`src/rtl/dma_ctl_defines.svh`:
```
// What this block does
// - a masked channel's request is ignored and never serviced.
// - system reset sets every channel mask bit to one, master clear those of its group.
// - clear-all-masks command clears every mask bit of the addressed group.
// - single-mask write: bit 2 is the value, bits 1:0 the channel, 7:3 zero.
// - all-masks write: bits 3:0 load channel masks 3..0, bits 7:4 zero.
// - each channel keeps a write-only mode, stored internally decoded.
// - mode bit 5 picks address increment (0) or decrement (1).
// - mode bit 4 enables auto-initialize after terminal count.
// - mode bits 3:2 pick verify, write or read; 11 is reserved.
// - mode bits 1:0 pick the channel in the group; bits 7:6 zero.
// - two readable status bytes, one per group of four channels.
// - status bits 3:0 latch terminal count per channel until cleared.
// - reset or a status read clears the terminal count bits 3:0.
// - status bits 7:4 show pending requests of channels three to zero.
// - writing the status address loads the group's command register.
// - command bit 7 sets acknowledge polarity, bit 6 request polarity.
// - command bit 5 picks late or extended write, bit 4 priority scheme.
// - command bit 3 compressed timing, bit 2 disables controller, bit 0 zero.
// - 16-bit address and count registers move as successive bytes.
// - terminal count is when the count wraps 0000 to FFFF, with a pulse.
`ifndef DMA_CTL_DEFINES_SVH
`define DMA_CTL_DEFINES_SVH

// group 0 sits on byte addresses 0x00..0x0F, group 1 on even words 0xC0..0xDE
`define DMA_G0_BASE       16'h0000
`define DMA_G0_MASK       16'hFFF0
`define DMA_G1_BASE       16'h00C0
`define DMA_G1_MASK       16'hFFE0

// register index within a group
`define DMA_IDX_WORD_LAST 4'h7
`define DMA_IDX_STATUS    4'h8
`define DMA_IDX_SMASK     4'hA
`define DMA_IDX_MODE      4'hB
`define DMA_IDX_CLR_BP    4'hC
`define DMA_IDX_MCLR      4'hD
`define DMA_IDX_CLR_MASK  4'hE
`define DMA_IDX_ALL_MASK  4'hF

// field positions
`define DMA_SMASK_VAL     2
`define DMA_MODE_DEC      5
`define DMA_MODE_AUTO     4
`define DMA_MODE_XFER_LO  2
`define DMA_CMD_ACK_HI    7
`define DMA_CMD_REQ_LO    6
`define DMA_CMD_EXT_WR    5
`define DMA_CMD_ROTATE    4
`define DMA_CMD_COMPRESS  3
`define DMA_CMD_DISABLE   2

// reset values
`define DMA_MASK_RST      4'hF
`define DMA_CMD_RST       8'h00
`define DMA_TC_RST        4'h0
`define DMA_MODE_RST      8'h00

`endif

```
`src/rtl/dma_ctl_pkg.sv`:
```
package dma_ctl_pkg;

    typedef enum logic [1:0]
    {
        XFER_VERIFY   = 2'h0,
        XFER_WRITE    = 2'h1,
        XFER_READ     = 2'h2,
        XFER_RESERVED = 2'h3
    } xfer_kind_type;

    typedef logic [3:0] group_vec_type;

endpackage

```
`src/rtl/dma_sync2.sv`:
```
`timescale 1ns/100ps
`default_nettype none

module dma_sync2 #(
    parameter int WIDTH = 8
) (
    input  wire logic             clk_in,
    input  wire logic             rstn_in,
    input  wire logic [WIDTH-1:0] async_in,
    output var  logic [WIDTH-1:0] sync_out
);

    logic [WIDTH-1:0] meta_r;

    // meta_r feeds only the second stage
    always_ff @(posedge clk_in or negedge rstn_in)
    begin
        if (!rstn_in)
        begin
            meta_r   <= '0;
            sync_out <= '0;
        end
        else
        begin
            meta_r   <= async_in;
            sync_out <= meta_r;
        end
    end

endmodule

`default_nettype wire

```
`src/rtl/dma_chan_mode.sv`:
```
`timescale 1ns/100ps
`default_nettype none
`include "dma_ctl_defines.svh"

module dma_chan_mode
    import dma_ctl_pkg::*;
(
    input  wire logic                      clk_in,
    input  wire logic                      rstn_in,
    input  wire logic                      load_in,
    input  wire logic [7:0]                mode_in,
    output var  logic                      decrement_out,
    output var  logic                      auto_init_out,
    output var  dma_ctl_pkg::xfer_kind_type xfer_out
);

    import dma_ctl_pkg::*;

    // a literal cannot be bit-selected, so the reset byte gets a name first
    localparam logic [7:0] MODE_RST = `DMA_MODE_RST;

    // kept decoded, never read back
    always_ff @(posedge clk_in or negedge rstn_in)
    begin
        if (!rstn_in)
        begin
            decrement_out <= MODE_RST[`DMA_MODE_DEC];
            auto_init_out <= MODE_RST[`DMA_MODE_AUTO];
            xfer_out      <= XFER_VERIFY;
        end
        else if (load_in)
        begin
            decrement_out <= mode_in[`DMA_MODE_DEC];
            auto_init_out <= mode_in[`DMA_MODE_AUTO];
            xfer_out      <= xfer_kind_type'(mode_in[`DMA_MODE_XFER_LO +: 2]);
        end
    end

endmodule

`default_nettype wire

```
`src/rtl/dma_ctl_top.sv`:
```
`timescale 1ns/100ps
`default_nettype none
`include "dma_ctl_defines.svh"

module dma_ctl_top
    import dma_ctl_pkg::*;
(
    input  wire logic                       clk_in,
    input  wire logic                       rstn_in,
    input  wire logic [15:0]                io_addr_in,
    input  wire logic [7:0]                 io_wdata_in,
    input  wire logic                       io_wr_in,
    input  wire logic                       io_rd_in,
    output var  logic [7:0]                 io_rdata_out,
    output var  logic                       io_rdata_valid_out,
    input  wire logic [7:0]                 dma_request_line_in,
    input  wire logic [7:0]                 tc_pulse_in,
    output var  logic [7:0]                 channel_request_out,
    output var  logic [7:0]                 mask_out,
    output var  logic [1:0]                 byte_pointer_out,
    output var  logic [7:0]                 addr_decrement_out,
    output var  logic [7:0]                 auto_init_out,
    output var  dma_ctl_pkg::xfer_kind_type xfer_type_out [8],
    output var  logic [1:0]                 ack_active_high_out,
    output var  logic [1:0]                 req_active_low_out,
    output var  logic [1:0]                 extended_write_out,
    output var  logic [1:0]                 rotating_priority_out,
    output var  logic [1:0]                 compressed_timing_out,
    output var  logic [1:0]                 controller_disable_out
);

    import dma_ctl_pkg::*;

    logic [1:0] grp_wr;
    logic [1:0] grp_rd;
    logic [3:0] grp_idx [2];
    logic [7:0] req_sync;
    logic [7:0] req_active;
    logic [7:0] mask_r;
    logic [7:0] tc_r;
    logic [7:0] cmd_r [2];
    logic [1:0] bp_r;
    logic [7:0] mode_ld;
    logic [1:0] mclr;
    logic [1:0] stat_rd;

    // request pins come from outside the clock domain
    dma_sync2 #(
        .WIDTH (8)
    ) u_req_sync (
        .clk_in   (clk_in),
        .rstn_in  (rstn_in),
        .async_in (dma_request_line_in),
        .sync_out (req_sync)
    );

    // address decode: one byte-wide I/O access per strobe
    always_comb
    begin
        grp_wr     = 2'b00;
        grp_rd     = 2'b00;
        grp_idx[0] = io_addr_in[3:0];
        grp_idx[1] = io_addr_in[4:1];
        if ((io_addr_in & `DMA_G0_MASK) == `DMA_G0_BASE)
        begin
            grp_wr[0] = io_wr_in;
            grp_rd[0] = io_rd_in;
        end
        if (((io_addr_in & `DMA_G1_MASK) == `DMA_G1_BASE) && !io_addr_in[0])
        begin
            grp_wr[1] = io_wr_in;
            grp_rd[1] = io_rd_in;
        end
    end

    always_comb
    begin
        for (int g = 0; g < 2; g++)
        begin
            mclr[g]    = grp_wr[g] && (grp_idx[g] == `DMA_IDX_MCLR);
            stat_rd[g] = grp_rd[g] && (grp_idx[g] == `DMA_IDX_STATUS);
        end
    end

    // request polarity follows the group's command byte
    always_comb
    begin
        for (int ch = 0; ch < 8; ch++)
        begin
            req_active[ch] = req_sync[ch] ^ cmd_r[ch / 4][`DMA_CMD_REQ_LO];
        end
    end

    // mask bits
    always_ff @(posedge clk_in or negedge rstn_in)
    begin
        if (!rstn_in)
        begin
            mask_r <= {`DMA_MASK_RST, `DMA_MASK_RST};
        end
        else
        begin
            for (int g = 0; g < 2; g++)
            begin
                if (mclr[g])
                begin
                    mask_r[g*4 +: 4] <= `DMA_MASK_RST;
                end
                else if (grp_wr[g])
                begin
                    unique case (grp_idx[g])
                        `DMA_IDX_SMASK:
                        begin
                            // upper bits are zero by contract and not looked at
                            mask_r[g*4 + io_wdata_in[1:0]] <=
                                io_wdata_in[`DMA_SMASK_VAL];
                        end
                        `DMA_IDX_CLR_MASK:
                        begin
                            mask_r[g*4 +: 4] <= 4'h0;
                        end
                        `DMA_IDX_ALL_MASK:
                        begin
                            mask_r[g*4 +: 4] <= io_wdata_in[3:0];
                        end
                        default:
                        begin
                            mask_r[g*4 +: 4] <= mask_r[g*4 +: 4];
                        end
                    endcase
                end
            end
        end
    end

    // command registers share the status address on writes
    always_ff @(posedge clk_in or negedge rstn_in)
    begin
        if (!rstn_in)
        begin
            cmd_r[0] <= `DMA_CMD_RST;
            cmd_r[1] <= `DMA_CMD_RST;
        end
        else
        begin
            for (int g = 0; g < 2; g++)
            begin
                if (mclr[g])
                begin
                    cmd_r[g] <= `DMA_CMD_RST;
                end
                else if (grp_wr[g] && (grp_idx[g] == `DMA_IDX_STATUS))
                begin
                    cmd_r[g] <= io_wdata_in;
                end
            end
        end
    end

    // terminal count flags: a pulse in the clearing cycle wins over the clear
    always_ff @(posedge clk_in or negedge rstn_in)
    begin
        if (!rstn_in)
        begin
            tc_r <= {`DMA_TC_RST, `DMA_TC_RST};
        end
        else
        begin
            for (int ch = 0; ch < 8; ch++)
            begin
                if (tc_pulse_in[ch])
                begin
                    tc_r[ch] <= 1'b1;
                end
                else if (stat_rd[ch / 4] || mclr[ch / 4])
                begin
                    tc_r[ch] <= 1'b0;
                end
            end
        end
    end

    // byte pointer per group, shared by its address and count registers
    always_ff @(posedge clk_in or negedge rstn_in)
    begin
        if (!rstn_in)
        begin
            bp_r <= 2'b00;
        end
        else
        begin
            for (int g = 0; g < 2; g++)
            begin
                if ((grp_wr[g] && (grp_idx[g] == `DMA_IDX_CLR_BP)) || mclr[g])
                begin
                    bp_r[g] <= 1'b0;
                end
                else if ((grp_wr[g] || grp_rd[g]) && (grp_idx[g] <= `DMA_IDX_WORD_LAST))
                begin
                    bp_r[g] <= ~bp_r[g];
                end
            end
        end
    end

    // read data: status byte or zero for anything else in this block
    always_ff @(posedge clk_in or negedge rstn_in)
    begin
        if (!rstn_in)
        begin
            io_rdata_out       <= 8'h00;
            io_rdata_valid_out <= 1'b0;
        end
        else
        begin
            io_rdata_valid_out <= io_rd_in;
            if (stat_rd[0])
            begin
                io_rdata_out <= {req_active[3:0], tc_r[3:0]};
            end
            else if (stat_rd[1])
            begin
                io_rdata_out <= {req_active[7:4], tc_r[7:4]};
            end
            else if (io_rd_in)
            begin
                io_rdata_out <= 8'h00;
            end
        end
    end

    // service requests: masked or disabled channels are dropped
    always_ff @(posedge clk_in or negedge rstn_in)
    begin
        if (!rstn_in)
        begin
            channel_request_out <= 8'h00;
        end
        else
        begin
            for (int ch = 0; ch < 8; ch++)
            begin
                channel_request_out[ch] <= req_active[ch] && !mask_r[ch] &&
                    !cmd_r[ch / 4][`DMA_CMD_DISABLE];
            end
        end
    end

    always_comb
    begin
        for (int ch = 0; ch < 8; ch++)
        begin
            mode_ld[ch] = grp_wr[ch / 4] && (grp_idx[ch / 4] == `DMA_IDX_MODE) &&
                (io_wdata_in[1:0] == 2'(ch % 4));
        end
    end

    for (genvar ch = 0; ch < 8; ch++)
    begin : g_mode
        dma_chan_mode u_mode (
            .clk_in        (clk_in),
            .rstn_in       (rstn_in),
            .load_in       (mode_ld[ch]),
            .mode_in       (io_wdata_in),
            .decrement_out (addr_decrement_out[ch]),
            .auto_init_out (auto_init_out[ch]),
            .xfer_out      (xfer_type_out[ch])
        );
    end

    assign mask_out         = mask_r;
    assign byte_pointer_out = bp_r;

    always_comb
    begin
        for (int g = 0; g < 2; g++)
        begin
            ack_active_high_out[g]    = cmd_r[g][`DMA_CMD_ACK_HI];
            req_active_low_out[g]     = cmd_r[g][`DMA_CMD_REQ_LO];
            extended_write_out[g]     = cmd_r[g][`DMA_CMD_EXT_WR];
            rotating_priority_out[g]  = cmd_r[g][`DMA_CMD_ROTATE];
            compressed_timing_out[g]  = cmd_r[g][`DMA_CMD_COMPRESS];
            controller_disable_out[g] = cmd_r[g][`DMA_CMD_DISABLE];
        end
    end

endmodule

`default_nettype wire

```
`config.mk`:
```
export PLATFORM = sky130hd
export DESIGN_NAME = dma_ctl_top
export DESIGN_NICKNAME = d
export VERILOG_FILES = /design/src/rtl/dma_ctl_pkg.sv /design/src/rtl/dma_sync2.sv /design/src/rtl/dma_chan_mode.sv /design/src/rtl/dma_ctl_top.sv
export VERILOG_INCLUDE_DIRS = /design/src /design/src/rtl
export SDC_FILE = /design/constraint.sdc
export NUM_CORES = 1
export LEC_CHECK = 0
export ABC_AREA = 1
export BUFFER_PORTS_ARGS = -buffer_cell sky130_fd_sc_hd__clkbuf_2
export CAP_MARGIN = 20
export CORE_MARGIN = 2
export CORE_UTILIZATION = 40
export CTS_CLUSTER_SIZE = 16
export DETAILED_ROUTE_END_ITERATION = 12
export GPL_TIMING_DRIVEN = 0
export RECOVER_POWER = 25
export SYNTH_ARGS = -nofsm -noshare
export SYNTH_HDL_FRONTEND = slang
export SYNTH_HIERARCHICAL = 1
export SYNTH_SLANG_ARGS = --single-unit
```
`constraint.sdc`:
```
create_clock -name clk_in -period 1.3 [get_ports clk_in]
set_input_delay 0.195 -clock clk_in [delete_from_list [all_inputs] [get_ports clk_in]]
set_output_delay 0.195 -clock clk_in [all_outputs]
set_load 0.05 [all_outputs]
```
* Word-level counts from Yosys, hierarchy flattened *
Index checks and enable logic that the tools add are counted.

storage, ports and cells
  latch bits = 0
  register bits after elaboration = 99
  memories kept = 0
  input port bits = 44
  word-level logic and storage cells = 191
  memory bits (writable) = 0
  ROM bits = 0
  output and inout bits = 71

operators by class
  reduce and logical (&&, ||, !) cells = 71
  shift operators = 0
  add/sub/neg operators = 1
  eq/ne operators = 19
  multipliers = 0
  magnitude comparators = 6
  multiplexer cells = 41
  div/mod/pow operators = 0
  bitwise operators = 10

operators by type and width
  cell                   count
  $mux W8                9
  $eq A4 B4 Y1 const B   14
  $logic_and A1 B1 Y1    39
  $mux W4                6
  $pmux W4 S3            2
  $reduce_bool A2 Y1     12
  $mux W1                20
  $bwmux W8              2
  $logic_not A16 Y1      1
  $eq A11 B3 Y1 const B  1
  $logic_not A1 Y1       11
  $le A4 B3 Y1 const B   2
  $xor A1 B1 Y1          8
  $logic_or A1 B1 Y1     6
  $ne A5 B1 Y1 const B   1
  $add A3 B2 Y4 const A  1
  $eq A2 B2 Y1 const B   2
  $ge A4 B1 Y1 const B   1
  $lt A2 B4 Y1 const B   1
  $lt A4 B4 Y1 const B   1
  $demux W1 S3           1
  $reduce_bool A3 Y1     1
  $demux W1 S2           1
  $eq A2 B1 Y1 const B   1
  other kinds (3)        4

* Depth between registers and ports, before layout *
  depth in word-level cells = 12
  mapped depth = 11

* Modules after synthesis *
The synthesis kept the hierarchy.

modules (own cells, without submodules)
  module         area an instance (µm²)  instances  cells an instance  seq. area each (µm²)
  dma_ctl_top    2,697.6                 1          341                1,186.1
  dma_chan_mode  148.9                   8          17                 100.1
  dma_sync2      400.4                   1          16                 400.4

* Least setup slack after synthesis *
No wires, ideal clock.

  kind = input port to flip-flop
  start point = input port io_addr_in[14]
  end point = register g_mode[2].u_mode.auto_init_out
  path slack = -0.252 ns
  buffers on the path = 1
  data arrival time = 1.433 ns
  setup time = 0.119 ns
  stages = 10
  required time = 1.181 ns
  cell sequence = nor2_1 > nor3b_1 > nand2_1 > nor2_1 > buf_4 > nand4_1 > nor2_1 > inv_2 > nand2_1 > nand2_1

between the ends
  word-level cells in the longest chain between the ends = 4

RTL lines
  what                              RTL line             source
  start: declaration                dma_ctl_top.sv:10    input wire logic [15:0] io_addr_in,
  $logic_not A16 Y1 (no line)       n/a
  $mux W1                           dma_ctl_top.sv:64    if ((io_addr_in & `DMA_G0_MASK) == `DMA_G0_BASE)
  $logic_and A1 B1 Y1 (2 in a row)  dma_ctl_top.sv:253   mode_ld[ch] = grp_wr[ch / 4] && (grp_idx[ch / 4] == `DMA_IDX_MODE) &&
  via mode_ld[2]                    dma_ctl_top.sv:43    logic [7:0] mode_ld;
  end signal: assignment            dma_chan_mode.sv:28  auto_init_out <= MODE_RST[`DMA_MODE_AUTO];
  end signal: assignment            dma_chan_mode.sv:34  auto_init_out <= mode_in[`DMA_MODE_AUTO];
  end: declaration                  dma_chan_mode.sv:13  output var logic auto_init_out,

The timed path passes the listed nets, and every way through them passes these cells.
A chain may end at the register's enable or synchronous reset.

* Final worst setup path *
  start point = register mask_r[4], in the netlist mask_out[4]
  end point = output port mask_out[4]

RTL lines
  what                              RTL line            source
  start: declaration                dma_ctl_top.sv:39   logic [7:0] mask_r;
  start signal: assignment          dma_ctl_top.sv:99   mask_r <= {`DMA_MASK_RST, `DMA_MASK_RST};
  start signal: indexed assignment  dma_ctl_top.sv:107  mask_r[g*4 +: 4] <= `DMA_MASK_RST;
  start signal: indexed assignment  dma_ctl_top.sv:115  mask_r[g*4 + io_wdata_in[1:0]] <=
  end: declaration                  dma_ctl_top.sv:19   output var logic [7:0] mask_out,

No word-level cell between the ends.

==> metrics.csv <==
stage,metric,value,unit
clock_tree,clock-sinks,95,
detailed_routing,drc,0,
run,cap_violations,0,
synthesis,synth_fp_nets,537,
synthesis,synth-main-ff-cell,dfrtp_1,
global_route,antenna_found_initial,0,
synthesis,ys_async_sr_fraction,1.00,
power,power,0.00567,W
placed_design,place_inst,741,
worst_setup_path,crit_fanout,2,
cells_and_area,instances_no_fill,781,
detailed_routing,drtIter0Drc,130,
clock_tree,cts_tree,yes,
detailed_routing,routed_wl,11100,um
floorplanning,row_count,37,
worst_setup_path,r2r_slack,0.08,ns
worst_setup_path,slowest_stage,dfstp_2,
floorplanning,dieHeight,108,um
run_status,violations,setup timing,
timing,fmax,0.759,GHz
synthesis,yosysUniqueCellTypes,36,
worst_setup_path,crit_arrival,1.12,ns
timing,rsz0062_at_grt,yes,
worst_setup_path,criticalPathCategory,reg -> out,
worst_setup_path,r2r-start,req_active_low_out[0]$_DFFE_PN0P_,
global_route,grt_pass1_vias,3734,
cells_and_area,final-seq-area,0.00239,mm^2
timing,tns,-0.0557,ns
floorplanning,start_util,0.414,
timing,max_slew_margin,0.627,
detailed_routing,via_per_inst,4.84,
timing,drv_slew,0,
cells_and_area,multi_input_area,0.00179,mm^2
synthesis,yosys_warnings,6,
power,p_switching,0.00142,W
synthesis,synth_edf_count,0,
floorplanning,die_area,0.0116,mm^2
clock_tree,numCtsBuffers,9,
power,p_seq_frac,0.530,
worst_setup_path,required,1.11,ns
timing,worst_slack,-0.0182,ns
cells_and_area,n_fill_cell,993,
placed_design,place_congestion,0.815,
min_path,min_path_cells,2,
min_path,hold_path.class,in -> reg,
clock_tree,cts_root_buf,clkbuf_8,
floorplanning,die_x,108,um
timing,min_period,1.32,ns
timing,skew,0.00388,ns
timing,hold_viol_final,0,
worst_setup_path,r2r-end,io_rdata_out[4]$_DFFE_PN0P_,
synthesis,postSynthCellCount,493,
global_route,grt_max_degree,60,
synthesis,synth_seq_area_share,0.557,
power,p_int,0.00425,W
worst_setup_path,setup.worst_path.start_class,flip-flop,
power,power_frac_comb,0.082,
global_route,grt_usage,0.201,
synthesis,synth_area_per_cell,8.70,um^2
placed_design,hpwl,8080,um
placed_design,io_buffers,111,
run_status,status,finished with violations,
detailed_routing,num_vias,3782,
worst_setup_path,reg2reg_depth,5,
detailed_routing,drt-pass1-iter-count,4,
floorplanning,io_pins,115,
synthesis,yosysTopAreaCellShare,0.508,
power,p_per_area,959,mW/mm^2
global_route,grt_first_pass_wirelength,18000,um
clock_tree,clk_pin_slew,0.10,ns
worst_setup_path,cp-end-kind,primary output,
clock_tree,clock_path_buffers,2,
cells_and_area,num_antenna_cells,0,
detailed_routing,wl_per_cell,14.2,um
timing,fin_crit_sh,1.01,
timing,final-setup-viol-count,5,
detailed_routing,ant_nets,0,
clock_tree,clk_latency,0.37,ns
power,swShare,0.250,
power,p_leak,3.15,nW
worst_setup_path,path_delay_family,flip-flops,
synthesis,synth_most_common_cell,nand2_1,
power,ir_drop,0.538,mV
floorplanning,core_area,0.0104,mm^2
synthesis,yosys.area.top_type,dfrtp_1,
timing,tightest_slew,0.557,ns
synthesis,syn_area,0.00429,mm^2
global_route,grt-ovfl-total,0,
synthesis,ys_ff_latch,95,
worst_setup_path,cp_cell_sequence,clkbuf_16,
power,p_clk_frac,0.389,
worst_setup_path,slowest_delay,0.58,ns
cells_and_area,finalNetCount,684,
cells_and_area,syn_to_final_growth,37.7,%
min_path,min_from,tc_pulse_in[4],
synthesis,synthTopCellsByCount,"164 x nand2_1, 87 x dfrtp_1, 50 x inv_1",
min_path,hold-path-endpoint,tc_r[4]$_DFFE_PN0P_,
clock_tree,cts_max_level,3,
cells_and_area,drive_gt1_frac,0.346,
worst_setup_path,path_buf_inv,1,
synthesis,netlist_top_cells_area,"dfrtp_1 51%, nand2_1 14%, dfstp_2 4.9%, nand3_1 4.4%, inv_1 4.4%",
==> how the worst max path moves through the flow <==
stage / from / endpoint / slack, ns / cells after the start
6_report: mask_out[4]$_DFFE_PN1P_ / mask_out[4] / -0.02 / 1
4_1_cts: mask_out[6]$_DFFE_PN1P_ / mask_out[6] / -0.03 / 1
2_1_floorplan: io_addr_in[10] / g_mode[0].u_mode/auto_init_out$_DFFE_PN0P_ / -0.22 / 11
3_5_place_dp: io_addr_in[4] / g_mode[3].u_mode/xfer_out[0]$_DFFE_PN0P_ / -0.83 / 12
5_1_grt: io_addr_in[14] / g_mode[2].u_mode/decrement_out$_DFFE_PN0P_ / -0.08 / 12
3_3_place_gp: rstn_in / req_active_low_out[1]$_DFFE_PN0P_ / -1.34 / 1
==> area by class of cell <==
cell class,count,area share
well taps,136,0.0288
repair buffers,136,0.167
inverters,64,0.0432
clock buffers,9,0.0210
clock inverters,7,0.0176
multi-input cells,323,0.303
flip-flops and latches,95,0.405
plain buffers,11,0.0150
==> placed cells by master, fill, tap and decap left out, types with 3 or more instances in the layout <==
master / synthesis / routed
nand2_4: 1 / 3
clkbuf_16: 0 / 8
o211ai_2: 6 / 6
nand4_1: 22 / 22
nand2_2: 2 / 7
nand2_1: 164 / 157
clkbuf_8: 0 / 11
inv_2: 10 / 10
nand3_1: 38 / 37
o21ai_0: 11 / 11
xnor2_2: 0 / 3
xnor2_1: 8 / 4
a21oi_1: 3 / 3
dfrtp_2: 0 / 4
clkbuf_1: 4 / 4
nor2_1: 31 / 16
nor3_4: 3 / 3
nor3_1: 11 / 10
nor2_4: 2 / 15
dlygate4sd3_1: 0 / 11
buf_4: 3 / 18
o21bai_1: 4 / 4
nor2_2: 2 / 4
dfstp_2: 8 / 8
a31o_2: 4 / 4
buf_6: 3 / 4
clkbuf_2: 0 / 95
dfrtp_1: 87 / 83
inv_1: 50 / 50
==> through the flow <==
| step | worst slack, ns | hold slack, ns | util | area, um^2 |
|---|---|---|---|---|
| after global routing | -0.0795 | 0.00605 | 0.570 | 5910 |
| final | -0.0182 | 0.0120 | 0.570 | 5910 |
| after floorplan | -0.221 | -0.101 | - | 4390 |
| after global placement | -1.34 | 0.304 | 0.493 | 5110 |
| after detailed placement | -0.829 | 0.238 | 0.496 | 5140 |
| after CTS | -0.0319 | 0.0000948 | 0.562 | 5830 |
==> timing repair <==
item                                    4_1_cts  5_1_grt
hold buffers                                 11        0
endpoints found under the setup margin       30       52
setup buffers                                11        3
cloned                                        0        0
pin swaps                                     6       11
hold endpoints to repair                     42        0
gates resized for setup                      49       25
==> sequential cells by signal, indices dropped and copies added, names as in the netlist <==
register	flops
io_rdata_valid_out	1
extended_write_out	2
req_active_low_out	2
byte_pointer_out	2
g_mode.u_mode/decrement_out	8
u_req_sync/sync_out	8
g_mode.u_mode/xfer_out	16
io_rdata_out	8
controller_disable_out	2
mask_out	8
channel_request_out	8
g_mode.u_mode/auto_init_out	8
compressed_timing_out	2
ack_active_high_out	2
u_req_sync/meta_r	8
rotating_priority_out	2
tc_r	8
==> power by group through the flow <==
stage	combinational [W]	sequential [W]	clock (W)
2_1_floorplan	0.000154	0.00309	0
3_3_place_gp	0.000395	0.00306	0
3_5_place_dp	0.000411	0.00306	0
4_1_cts	0.000453	0.00300	0.00226
5_1_grt	0.000511	0.00301	0.00239
6_report	0.000463	0.00300	0.00220
==> routing by layer <==
layer | part of all wire | up-vias | track usage
met5 | 0 | - | 0
met4 | 0.0094 | 0 | 0.0604
met3 | 0.049 | 8 | 0.0351
met2 | 0.50 | 100 | 0.347
met1 | 0.44 | 1801 | 0.258
li1 | - | 1873 | -
==> kinds of logic after synthesis <==
group,synth area share
xor+xnor,0.0163
simple gates,0.294
buf+inv,0.0744
flops,0.557
compound gates,0.0589
Note: power is estimated with default switching activity, not from simulation.
